`config.mk`:
```
export PLATFORM = sky130hd
export DESIGN_NAME = rsfr_regs
export DESIGN_NICKNAME = d
export VERILOG_FILES = /design/src/pkg/rsfr_pkg.sv /design/src/design/rsfr_regs.sv
export SDC_FILE = /design/constraint.sdc
export NUM_CORES = 1
export LEC_CHECK = 0
export BUFFER_PORTS_ARGS = -buffer_cell sky130_fd_sc_hd__buf_2
export CAP_MARGIN = 25
export CORE_ASPECT_RATIO = 1.25
export CORE_UTILIZATION = 50
export CTS_CLUSTER_DIAMETER = 200
export DETAILED_ROUTE_END_ITERATION = 6
export PLACE_DENSITY_LB_ADDON = 0.08
export SLEW_MARGIN = 25
export SYNTH_ARGS = -nofsm -noshare
export SYNTH_HDL_FRONTEND = slang
export SYNTH_SLANG_ARGS = --single-unit
```
`constraint.sdc`:
```
create_clock -name clk -period 2.7 [get_ports clk]
set_input_delay 0.675 -clock clk [delete_from_list [all_inputs] [get_ports clk]]
set_output_delay 0.675 -clock clk [all_outputs]
set_load 0.05 [all_outputs]
```
`src/pkg/rsfr_pkg.sv`:
```
// Constants, carriers and states of the setpoint and fault register block
package rsfr_pkg;

	// Command codes of the serial-bus registers
	localparam logic [7:0] CMD_FWD_SETPOINT = 8'h15;
	localparam logic [7:0] CMD_CFG_A = 8'h39;
	localparam logic [7:0] CMD_CFG_B = 8'h3C;
	localparam logic [7:0] CMD_CFG_C = 8'h3D;
	localparam logic [7:0] CMD_CFG_D = 8'h4C;
	localparam logic [7:0] CMD_CFG_E = 8'h4E;
	localparam logic [7:0] CMD_FAULT_INFO = 8'h3A;

	// Default 7-bit bus address of the device
	localparam logic [6:0] DEV_ADDR_DEFAULT = 7'h09;

	// Setpoint layout: bits 14..3 kept, 12 mV per LSB at bit 3
	localparam logic [15:0] SETPOINT_MASK = 16'h7FF8;
	localparam logic [15:0] SETPOINT_MAX = 16'h36B0;
	localparam logic [15:0] SETPOINT_RESET = 16'h0D08;

	// Configuration reset values
	localparam logic [15:0] CFG_A_RESET = 16'h0000;
	localparam logic [15:0] CFG_B_RESET = 16'h0000;
	localparam logic [15:0] CFG_C_RESET = 16'h0000;
	localparam logic [15:0] CFG_D_RESET = 16'h0000;
	localparam logic [7:0] CFG_E_RESET = 8'h00;

	// Field positions
	localparam int CFG_B_CL_ALERT_OFF = 6;
	localparam int CFG_C_DEB_LSB = 9;
	localparam int CFG_E_ALERT_CLR = 1;
	localparam int INFO_LSB = 7;
	localparam int INFO_MSB = 12;

	// Alert debounce step
	localparam int CLK_FREQ_MHZ = 10;
	localparam int DEBOUNCE_STEP_US = 10;
	localparam int DEBOUNCE_STEP_CYC = DEBOUNCE_STEP_US * CLK_FREQ_MHZ;

	// First configuration register layout
	typedef struct packed {
		logic [2:0] fwd_buck_ofs;
		logic [2:0] boost_ofs;
		logic [2:0] rev_buck_ofs;
		logic [1:0] hs_short_thr;
		logic lv_shdn_en;
		logic lv_shdn_thr;
		logic vin_loop_dis;
		logic adp_dischg_en;
		logic sys_dischg_en;
	} rsfr_cfg_a_type;

	// Fault condition levels, in status bit order 12 down to 8
	typedef struct packed {
		logic severe_overcurrent_fault;
		logic output_overvoltage_fault;
		logic output_undervoltage_fault;
		logic over_temp_fault;
		logic adapter_overvoltage_fault;
	} rsfr_fault_type;

	// Serial engine states
	typedef enum logic [2:0] {
		ST_IDLE = 3'b000,
		ST_RX = 3'b001,
		ST_RX_ACK = 3'b010,
		ST_TX = 3'b011,
		ST_TX_ACK = 3'b100
	} rsfr_state_type;

endpackage

```
`src/design/rsfr_regs.sv`:
```
// Serial-bus setpoint, configuration and fault alert registers
`timescale 1ns/100ps
module rsfr_regs
	import rsfr_pkg::*;
#(
	parameter logic [6:0] DEV_ADDR = rsfr_pkg::DEV_ADDR_DEFAULT,
	parameter logic [15:0] DEBOUNCE_STEP = 16'(rsfr_pkg::DEBOUNCE_STEP_CYC)
) (
	input wire logic clk, // 10 MHz clock
	input wire logic rst_n, // Synchronous reset, low
	input wire logic scl_in, // Bus clock level
	input wire logic sda_in, // Bus data level
	output logic sda_out, // Data drive level, always low
	output logic sda_oe_n, // Low while pulling data low
	input wire rsfr_pkg::rsfr_fault_type fault_in, // Fault levels
	input wire logic cur_limit_active, // Output current limit mode
	output logic alert_out, // Alert drive level, always low
	output logic alert_oe_n, // Low while alert is pulled low
	output logic [15:0] fwd_output_voltage_setpoint, // Setpoint code
	output rsfr_pkg::rsfr_cfg_a_type config_reg_a, // First config
	output logic [15:0] config_reg_b, // Second config
	output logic [15:0] config_reg_c, // Third config
	output logic [15:0] config_reg_d, // Fourth config
	output logic [15:0] fault_info_status // Latched fault bits
);
	import rsfr_pkg::*;

	// Setpoint filter: mask, zero rejection and clamp
	// binary code kept
	function automatic logic [15:0] sp_filter(input logic [15:0] wr,
		input logic [15:0] old);
		logic [15:0] m;
		m = wr & SETPOINT_MASK;
		if (m == 16'h0000) begin
			sp_filter = old;
		end else if (m > SETPOINT_MAX) begin
			sp_filter = SETPOINT_MAX;
		end else begin
			sp_filter = m;
		end
	endfunction

	rsfr_state_type state_reg, state_next;
	logic scl_q_reg, scl_q_next, sda_q_reg, sda_q_next;
	logic [2:0] bit_cnt_reg, bit_cnt_next;
	logic [2:0] idx_reg, idx_next;
	logic [7:0] sh_reg, sh_next;
	logic [7:0] cmd_reg, cmd_next;
	logic [7:0] lo_reg, lo_next;
	logic rw_reg, rw_next, full_reg, full_next, hi_reg, hi_next;
	logic ack_reg, ack_next;
	logic oe_n_reg, oe_n_next;
	logic [15:0] sp_reg, sp_next;
	logic [15:0] cfg_a_reg, cfg_a_next;
	logic [15:0] cfg_b_reg, cfg_b_next;
	logic [15:0] cfg_c_reg, cfg_c_next;
	logic [15:0] cfg_d_reg, cfg_d_next;
	logic [7:0] cfg_e_reg, cfg_e_next;
	logic alert_clr;
	logic [5:0] info_reg, info_next;
	logic pend_cl_reg, pend_cl_next, cl_q_reg, cl_q_next;
	logic [15:0] deb_reg, deb_next;
	logic alert_oe_n_reg, alert_oe_n_next;
	logic start_c, stop_c, rise_c, fall_c;
	logic [15:0] rd_word;

	// Bus condition detection
	assign start_c = scl_in & scl_q_reg & sda_q_reg & ~sda_in;
	assign stop_c = scl_in & scl_q_reg & ~sda_q_reg & sda_in;
	assign rise_c = scl_in & ~scl_q_reg;
	assign fall_c = ~scl_in & scl_q_reg;

	// Read multiplexer
	// stored value read
	always_comb begin
		unique case (cmd_reg)
			CMD_FWD_SETPOINT: rd_word = sp_reg;
			CMD_CFG_A: rd_word = cfg_a_reg;
			CMD_CFG_B: rd_word = cfg_b_reg;
			CMD_CFG_C: rd_word = cfg_c_reg;
			CMD_CFG_D: rd_word = cfg_d_reg;
			CMD_CFG_E: rd_word = {8'h00, cfg_e_reg};
			CMD_FAULT_INFO: rd_word = fault_info_status;
			default: rd_word = 16'h0000;
		endcase
	end

	// Serial engine and register writes
	always_comb begin
		state_next = state_reg;
		scl_q_next = scl_in;
		sda_q_next = sda_in;
		bit_cnt_next = bit_cnt_reg;
		idx_next = idx_reg;
		sh_next = sh_reg;
		cmd_next = cmd_reg;
		lo_next = lo_reg;
		rw_next = rw_reg;
		full_next = full_reg;
		hi_next = hi_reg;
		ack_next = ack_reg;
		oe_n_next = oe_n_reg;
		sp_next = sp_reg;
		cfg_a_next = cfg_a_reg;
		cfg_b_next = cfg_b_reg;
		cfg_c_next = cfg_c_reg;
		cfg_d_next = cfg_d_reg;
		cfg_e_next = cfg_e_reg;
		alert_clr = 1'b0;
		if (start_c) begin
			state_next = ST_RX;
			bit_cnt_next = 3'h0;
			idx_next = 3'h0;
			full_next = 1'b0;
			oe_n_next = 1'b1;
		end else if (stop_c) begin
			state_next = ST_IDLE;
			oe_n_next = 1'b1;
		end else begin
			unique case (state_reg)
				ST_IDLE: begin
					oe_n_next = 1'b1;
				end
				ST_RX: begin
					if (rise_c) begin
						sh_next = {sh_reg[6:0], sda_in};
						bit_cnt_next = bit_cnt_reg + 3'h1;
						full_next = (bit_cnt_reg == 3'h7);
					end else if (fall_c && full_reg) begin
						full_next = 1'b0;
						bit_cnt_next = 3'h0;
						oe_n_next = 1'b0;
						state_next = ST_RX_ACK;
						unique case (idx_reg)
							3'h0: begin
								rw_next = sh_reg[0];
								if (sh_reg[7:1] != DEV_ADDR) begin
									oe_n_next = 1'b1;
									state_next = ST_IDLE;
								end
							end
							3'h1: cmd_next = sh_reg;
							3'h2: begin
								lo_next = sh_reg;
								if (cmd_reg == CMD_CFG_E) begin
									alert_clr = sh_reg[CFG_E_ALERT_CLR];
									cfg_e_next = sh_reg &
										~(8'h01 << CFG_E_ALERT_CLR);
								end
							end
							3'h3: begin
								unique case (cmd_reg)
									CMD_FWD_SETPOINT:
										sp_next = sp_filter({sh_reg, lo_reg},
											sp_reg);
									CMD_CFG_A: cfg_a_next = {sh_reg, lo_reg};
									CMD_CFG_B: cfg_b_next = {sh_reg, lo_reg};
									CMD_CFG_C: cfg_c_next = {sh_reg, lo_reg};
									CMD_CFG_D: cfg_d_next = {sh_reg, lo_reg};
									default: ;
								endcase
							end
							default: begin
								oe_n_next = 1'b1;
								state_next = ST_IDLE;
							end
						endcase
					end
				end
				ST_RX_ACK: begin
					if (fall_c) begin
						idx_next = idx_reg + 3'h1;
						if (rw_reg && idx_reg == 3'h0) begin
							sh_next = rd_word[7:0];
							oe_n_next = rd_word[7];
							hi_next = 1'b0;
							state_next = ST_TX;
						end else begin
							oe_n_next = 1'b1;
							state_next = ST_RX;
						end
					end
				end
				ST_TX: begin
					if (fall_c) begin
						bit_cnt_next = bit_cnt_reg + 3'h1;
						if (bit_cnt_reg == 3'h7) begin
							oe_n_next = 1'b1;
							state_next = ST_TX_ACK;
						end else begin
							sh_next = {sh_reg[6:0], 1'b0};
							oe_n_next = sh_reg[6];
						end
					end
				end
				ST_TX_ACK: begin
					if (rise_c) begin
						ack_next = ~sda_in;
					end else if (fall_c) begin
						bit_cnt_next = 3'h0;
						if (ack_reg) begin
							sh_next = hi_reg ? 8'h00 : rd_word[15:8];
							oe_n_next = hi_reg ? 1'b0 : rd_word[15];
							hi_next = 1'b1;
							state_next = ST_TX;
						end else begin
							state_next = ST_IDLE;
						end
					end
				end
			endcase
		end
	end

	always_ff @(posedge clk) begin
		if (!rst_n) begin
			state_reg <= ST_IDLE;
			scl_q_reg <= 1'b1;
			sda_q_reg <= 1'b1;
			bit_cnt_reg <= 3'h0;
			idx_reg <= 3'h0;
			sh_reg <= 8'h00;
			cmd_reg <= 8'h00;
			lo_reg <= 8'h00;
			rw_reg <= 1'b0;
			full_reg <= 1'b0;
			hi_reg <= 1'b0;
			ack_reg <= 1'b0;
			oe_n_reg <= 1'b1;
			sp_reg <= SETPOINT_RESET;
			cfg_a_reg <= CFG_A_RESET;
			cfg_b_reg <= CFG_B_RESET;
			cfg_c_reg <= CFG_C_RESET;
			cfg_d_reg <= CFG_D_RESET;
			cfg_e_reg <= CFG_E_RESET;
		end else begin
			state_reg <= state_next;
			scl_q_reg <= scl_q_next;
			sda_q_reg <= sda_q_next;
			bit_cnt_reg <= bit_cnt_next;
			idx_reg <= idx_next;
			sh_reg <= sh_next;
			cmd_reg <= cmd_next;
			lo_reg <= lo_next;
			rw_reg <= rw_next;
			full_reg <= full_next;
			hi_reg <= hi_next;
			ack_reg <= ack_next;
			oe_n_reg <= oe_n_next;
			sp_reg <= sp_next;
			cfg_a_reg <= cfg_a_next;
			cfg_b_reg <= cfg_b_next;
			cfg_c_reg <= cfg_c_next;
			cfg_d_reg <= cfg_d_next;
			cfg_e_reg <= cfg_e_next;
		end
	end

	// Fault debounce, status latch and alert
	always_comb begin
		logic [5:0] active;
		logic cl_evt;
		logic [15:0] dly;
		active = 6'h00;
		cl_evt = 1'b0;
		dly = 16'h0000;
		cl_q_next = cur_limit_active;
		cl_evt = (cur_limit_active ^ cl_q_reg) &
			~cfg_b_reg[CFG_B_CL_ALERT_OFF];
		pend_cl_next = pend_cl_reg | cl_evt;
		active = {fault_in, pend_cl_next};
		dly = 16'(cfg_c_reg[CFG_C_DEB_LSB +: 2] * DEBOUNCE_STEP);
		deb_next = 16'h0000;
		info_next = alert_clr ? 6'h00 : info_reg;
		if (active != 6'h00) begin
			if (deb_reg >= dly) begin
				info_next = info_next | active;
				pend_cl_next = 1'b0;
			end else begin
				deb_next = deb_reg + 16'h0001;
			end
		end
		alert_oe_n_next = ~(|info_next);
	end

	always_ff @(posedge clk) begin
		if (!rst_n) begin
			info_reg <= 6'h00;
			pend_cl_reg <= 1'b0;
			cl_q_reg <= 1'b0;
			deb_reg <= 16'h0000;
			alert_oe_n_reg <= 1'b1;
		end else begin
			info_reg <= info_next;
			pend_cl_reg <= pend_cl_next;
			cl_q_reg <= cl_q_next;
			deb_reg <= deb_next;
			alert_oe_n_reg <= alert_oe_n_next;
		end
	end

	// Outputs straight from flip-flops, drive levels tied low
	assign sda_out = 1'b0;
	assign alert_out = 1'b0;
	assign sda_oe_n = oe_n_reg;
	assign alert_oe_n = alert_oe_n_reg;
	assign fwd_output_voltage_setpoint = sp_reg;
	assign config_reg_a = rsfr_cfg_a_type'(cfg_a_reg);
	assign config_reg_b = cfg_b_reg;
	assign config_reg_c = cfg_c_reg;
	assign config_reg_d = cfg_d_reg;
	assign fault_info_status = {3'b000, info_reg, 7'b000_0000};
endmodule

```
==> key figures, run 1 <==
Run status
  • Run status: complete, no violations

Floorplan
  • Num rows: 49
  • Overall die width: approximately 110 um
  • Core footprint: 14,350 sq um
  • Die ar.: 15,130 sq um
  • # IOs: 110
  • Initial Util: 51.01%
  • Die Y-Extent: 137.3 um

Routing
  • Routed vias/inst: 6.020
  • Residual DRC: 0
  • Drt first pass iters: 5
  • Wirelength per Cell: 20.67 um
  • Antenna viol nets, final: 0
  • Vias: 6,821
  • Drt total wl: around 23 mm
  • DRT iter0 DRCs: 606

CTS
  • Sink Count: 148
  • Clock transition at path regs: 0.07 ns
  • CTS max path bufs: 2
  • CTS hold repair buffers: 0
  • Clock latency on the worst-skew pair: 0.43 ns
  • Clock root buffer: clkbuf_16
  • Resized cells post-CTS: 0
  • H-tree Lvls: 4
  • CTS tree: built
  • Post-CTS Setup Repair Bufs: 0
  • Total CTS buffers: 17

Synth
  • Post-synth top flop: dfxtp_1
  • Register area share after synthesis: 40.49%
  • Syn Inst Count: 846
  • Distinct cells, synth: 76
  • FF+latch count, synth: ~150
  • YS warnings: 0
  • Share of the synthesized area in the top cell type: 40.49%
  • Leading area contributor after synthesis: dfxtp_1
  • Post-synth EDFFs: 0
  • Mean post-synth cell area: 8.650 sq um
  • Ys async rst share: 0%
  • Mapped cell area: between 7000 and 8000 sq um
  • Top cells by area, synth: dfxtp_1, mux2i_1, nor2_1

Timing
  • Fmax: roughly 0.41 GHz
  • Final Setup Violations: 0
  • Unrepaired setup endpoints after global routing: no
  • Slew Viols, Final: 0
  • Worst slew pin tran: between 0.7 and 0.8 ns
  • Period utilisation layout: 90.27%
  • Endpoints failing hold: 0
  • Setup TNS: 0 ns
  • Worst rel slew slack: 49.25%
  • Min cycle time layout: 2.437 ns
  • Final setup margin: 0.2627 ns
  • Skew final: 0.006725 ns

Placed design
  • IO buf count: 93
  • Dpl ws: ~0.34 ns
  • Routability cong.: 0.9196
  • Hpwl dp: 16.81 mm

Global route
  • Largest net degree at the start of global routing: 95
  • Global route total overflow: 0
  • First-pass GRT wire length: 36.02 mm
  • Initial antenna violation count: 0
  • Vias in the first global route: 6,433
  • Tot GR Track Use: 32.05%

Cells and area
  • Fin nets: 969
  • Layout cells sized above 1: ~20%
  • N_diodes: 0
  • Area grow syn2layout: 17.73%
  • Seq. cell area: 2963 sq um
  • Area of the multi-input gates: 3951 sq um
  • FILL cells: 1,315

Worst setup path
  • Worst path cell trace: or4bb_1 -> or4_1 -> a21oi_1 -> o21ai_1 -> o221a_2
  • Worst Path Max Fanout: 6
  • Crit-path max cell delay: 0.53 ns
  • FF-to-FF setup slack: ~0.26 ns
  • Worst r2r path cells: 5
  • Startpoint type of the worst setup path: flop
  • Capture point of the worst reg-to-reg path: fwd_output_voltage_setpoint[7]$_SDFFE_PN0P_
  • CP Capture Type: flop
  • Crit Path Class: flop to flop
  • CP endpoint: fwd_output_voltage_setpoint[7]$_SDFFE_PN0P_
  • CP required: ~3 ns
  • Worst r2r src: sh_reg[5]$_SDFFE_PN0P_
  • Crit path DAT: about 2.8 ns
  • Worst Setup SP: sh_reg[5]$_SDFFE_PN0P_
  • Crit path max-delay cell type: dfxtp_1

Pwr
  • LEAKAGE: 3.455 nW
  • Cell Pwr Density: 572.2 nW/um^2
  • Max VDD drop: approximately 0.44 mV
  • Post-layout total power: 4.930 mW

Flow run
  • Max Cap Violations: 0

Min path
  • Tightest Hold Check Type: flop to flop
  • Hold depth: 2
==> layer usage <==
layer	track usage, %	wire, um	vias up	part of all wire (%)
li1	-	-	3177	-
met1	41.13	10040	3348	43
met2	53.16	11520	255	49
met3	6.008	1214	41	5.2
met4	11.84	639	0	2.7
met5	0	0	-	0
==> cell usage after synthesis, types with 4 or more instances <==
master	number
dfxtp_1	148
nor2_1	96
nand2_1	89
mux2i_1	65
a21oi_1	53
nand3_1	37
clkbuf_1	33
o21ai_0	32
buf_2	22
a22oi_1	20
inv_1	20
buf_4	18
ha_1	17
nor2b_1	11
a31oi_1	9
a22o_1	8
and3_1	8
nand2b_1	8
o22ai_1	8
nor3b_1	7
nor4bb_1	7
a41oi_1	6
o211ai_1	6
o2bb2ai_1	6
xnor2_1	6
a211oi_1	5
nor4_1	5
o221a_2	5
xor2_1	5
and2_1	4
and3b_1	4
nand4_1	4
or4_1	4
==> worst min-delay path by stage <==
| stage | start | to | slack (ns) |
|---|---|---|---|
| finish | rw_reg$_SDFFE_PN0P_ | rw_reg$_SDFFE_PN0P_ | 0.46 |
| global route | fault_in[0] | info_reg[1]$_SDFF_PN0_ | 0.48 |
| CTS | rst_n | scl_q_reg$_SDFF_PN1_ | 0.46 |
| detailed placement | rw_reg$_SDFFE_PN0P_ | rw_reg$_SDFFE_PN0P_ | 0.45 |
| global placement | rw_reg$_SDFFE_PN0P_ | rw_reg$_SDFFE_PN0P_ | 0.44 |
| floorplan | rw_reg$_SDFFE_PN0P_ | rw_reg$_SDFFE_PN0P_ | 0.43 |
==> power breakdown <==
group | switching [mW] | internal [mW] | leakage, nW
combinational | 0.237 | 0.0851 | 1.97
sequential | 0.0321 | 2.21 | 1.20
clock | 1.05 | 1.31 | 0.289
total | 1.32 | 3.61 | 3.45
==> stage by stage <==
step | area (sq um) | hold WS [ns] | utilization (%) | cells
after floorplan | 7397 | 0.4321 | - | 867
after global placement | 8030 | 0.4373 | 55.97 | 1101
after detailed placement | 8030 | 0.4546 | 55.97 | 1101
after CTS | 8616 | 0.4614 | 60.06 | 1133
after global routing | 8616 | 0.4798 | 60.06 | 1133
final | 8616 | 0.4606 | 60.06 | 1133
==> logic make-up after synthesis <==
family / Yosys count / share of synthesized area, %
simple gates: 310 / 21.64
other cells: 1 / 0.05124
buf+inv: 99 / 6.599
flops: 148 / 40.49
mux: 68 / 9.352
fa+ha+maj: 17 / 2.906
xor+xnor: 11 / 1.316
compound gates: 192 / 17.64
==> final cells by class <==
class                           instances  share of cell area, %
Multi-Input combinational cell        620                  45.86
Sequential cell                       148                  34.39
Timing Repair Buffer                  135                  9.498
Clock buffer                           17                  4.938
Tap cell                              178                  2.585
Clock inverter                         15                  1.859
Inverter                               20                 0.8713
==> critical path, delay by kind of cell (launching register included) <==
| kind | cells | cell delay (ns) |
|---|---|---|
| compound gates | 3 | 0.85 |
| flops | 1 | 0.53 |
| simple gates | 2 | 0.94 |
==> cell usage in the layout, fill, tap and decap left out, types with 6 or more instances in the layout <==
cell type / n
a21oi_1: 53
a22o_1: 8
a22oi_1: 20
a31oi_1: 9
a41oi_1: 6
and3_1: 8
buf_2: 93
buf_4: 39
clkbuf_16: 17
conb_1: 22
dfxtp_1: 148
ha_1: 17
inv_1: 19
mux2i_1: 65
nand2_1: 89
nand2b_1: 8
nand3_1: 37
nor2_1: 96
nor2b_1: 11
nor3b_1: 7
nor4bb_1: 7
o211ai_1: 6
o21ai_0: 32
o22ai_1: 8
o2bb2ai_1: 6
xnor2_1: 6
No activity file was read; power rests on OpenSTA's default activity.
==> run 2, diff against run 1 <==
--- a/config.mk
+++ b/config.mk
@@ -12,6 +12,7 @@
 export CTS_CLUSTER_DIAMETER = 200
 export DETAILED_ROUTE_END_ITERATION = 6
 export PLACE_DENSITY_LB_ADDON = 0.08
+export RECOVER_POWER = 25
 export SLEW_MARGIN = 25
 export SYNTH_ARGS = -nofsm -noshare
 export SYNTH_HDL_FRONTEND = slang
==> run 2 against run 1 <==
The run now ends with DRC left; sequential cell count is the same; critical path depth is the same; global-route usage is the same; register-to-register slack is essentially flat; sequential power is essentially flat; clock-buffer cell count is the same; clock skew is essentially flat; cell count is the same; final area shrank 0.86%.
==> key figures, run 2 (synthesis gave the netlist of run 1 again) <==
Routing
  • Vias: ~6,700
  • Drt total wl: 23.30 mm
  • DRT met1 WL: 9.885 mm
  • Met3 wire length: roughly 1.3 mm
  • Drt first pass iters: 7
  • DRT iter0 DRCs: 636
  • Antenna viol nets, final: 0
  • Routed vias/inst: 5.952
  • Max layer used: met4
  • Met2 wire len: roughly 11 mm
  • Residual DRC: 1
  • Wirelength per Cell: 20.56 um

Timing
  • Worst slew pin tran: 0.7595 ns
  • Skew final: 0.006328 ns
  • Final setup margin: 0.2590 ns
  • Endpoints failing hold: 0
  • Unrepaired setup endpoints after global routing: no
  • Worst rel slew slack: 49.14%
  • Final Setup Violations: 0
  • Period utilisation layout: 90.41%
  • Slew Viols, Final: 0
  • Min cycle time layout: about 2.4 ns
  • Fmax: 0.4097 GHz
  • Setup TNS: 0 ns

Placed design
  • IO buf count: 93
  • Routability cong.: 0.9196
  • Hpwl dp: roughly 17 mm
  • Dpl ws: ~0.34 ns

Worst setup path
  • Startpoint type of the worst setup path: flop
  • CP Capture Type: flop
  • Worst path cell trace: or4bb_1 -> or4_1 -> a21oi_1 -> o21ai_1 -> o221a_2
  • Crit-path max cell delay: 0.53 ns
  • Crit path max-delay cell type: dfxtp_1
  • Crit Path Class: flop to flop
  • Worst Path Max Fanout: 6
  • Worst r2r src: sh_reg[5]$_SDFFE_PN0P_
  • Worst r2r path cells: 5
  • CP required: 3.02 ns
  • Crit path DAT: 2.76 ns
  • Worst Setup SP: sh_reg[5]$_SDFFE_PN0P_

CTS
  • Clock transition at path regs: 0.07 ns
  • H-tree Lvls: 4
  • Total CTS buffers: 17
  • CTS tree: built
  • CTS max path bufs: 2
  • Post-CTS Setup Repair Bufs: 0
  • Resized cells post-CTS: 0
  • CTS hold repair buffers: 0
  • Sink Count: roughly 150
  • Clock root buffer: clkbuf_16
  • Clock latency on the worst-skew pair: 0.42 ns

Floorplan
  • Core footprint: 14,350 sq um
  • # IOs: 110
  • Die ar.: 15,130 sq um
  • Initial Util: 51.01%
  • Die Y-Extent: between 100 and 150 um
  • Num rows: 49
  • Overall die width: between 100 and 150 um

Cells and area
  • Seq. cell area: between 2000 and 3000 sq um
  • Area grow syn2layout: 16.72%
  • Fin nets: 969
  • N_diodes: 0
  • Layout cells sized above 1: 13.93%
  • Commonest non-fill, non-tap cell in the layout: dfxtp_1
  • Commonest cells after routing, fill and taps aside: dfxtp_1, nor2_1, nand2_1, mux2i_1, clkbuf_1
  • FILL cells: between 1,000 and 1,500
  • Area of the multi-input gates: between 3000 and 4000 sq um

Min path
  • HP Start: rw_reg$_SDFFE_PN0P_
  • Hold depth: 2
  • Tightest Hold Check Type: flop to flop

Global route
  • Vias in the first global route: 6,433
  • Tot GR Track Use: 32.05%
  • Initial antenna violation count: 0
  • First-pass GRT wire length: 36.02 mm
  • Largest net degree at the start of global routing: between 90 and 100
  • Global route total overflow: 0

Pwr
  • Max VDD drop: 0.4396 mV
  • LEAKAGE: 3.225 nW
  • Cell Pwr Density: 576.2 nW/um^2

Flow run
  • Max Cap Violations: 0

Run status
  • Run status: finished with violations
  • Failing checks: DRC
run 2: cell count changes in the layout (fill, tap and decap cells not counted), sizes merged:
cell / before / now
buf: 135 / 80
clkbuf: 17 / 72
run 2: final timing paths:
| kind | to | slack [ns] |
|---|---|---|
| hold reg to reg | rw_reg$_SDFFE_PN0P_ | 0.46 |
| setup reg to reg | fwd_output_voltage_setpoint[7]$_SDFFE_PN0P_ | 0.26 |
| setup / recovery | fwd_output_voltage_setpoint[7]$_SDFFE_PN0P_ | 0.26 |
| hold / removal | rw_reg$_SDFFE_PN0P_ | 0.46 |
run 2: where the power goes:
part	total (mW)	switching, mW	internal (mW)	leakage, nW
registers	2.24	0.0325	2.21	1.20
logic	0.319	0.236	0.0823	1.74
clock network	2.36	1.04	1.31	0.289
total	4.92	1.31	3.61	3.23
run 2: per-layer routing:
metal / track usage, % / vias to the layer above
met5: 0 / -
met4: 11.84 / 0
met3: 6.008 / 43
met2: 53.16 / 236
met1: 41.13 / 3288
li1: - / 3177
run 2: cell type report:
type	instances	share of cell area, %
Multi-Input combinational cell	620	46.26
Clock inverter	15	1.875
Tap cell	178	2.607
Inverter	20	0.8789
Sequential cell	148	34.69
Clock buffer	17	4.980
Timing Repair Buffer	135	8.715
run 2: stage by stage:
| step | cells | util [%] | total power [mW] | hold slack, ns | instance area (sq um) |
|---|---|---|---|---|---|
| floorplan | 867 | - | 2.529 | 0.4321 | 7397 |
| global placement | 1101 | 55.97 | 2.607 | 0.4373 | 8030 |
| detailed placement | 1101 | 55.97 | 2.610 | 0.4546 | 8030 |
| CTS | 1133 | 60.06 | 4.934 | 0.4614 | 8616 |
| global route | 1133 | 59.54 | 5.048 | 0.4798 | 8542 |
| finish | 1133 | 59.54 | 4.922 | 0.4592 | 8542 |
run 2: critical path, delay by kind of cell, from the launching register on:
family             cells  cell delay [ns]
and+or+nand+nor        2             0.94
DFF                    1             0.53
AOI/OAI and AO/OA      3             0.86
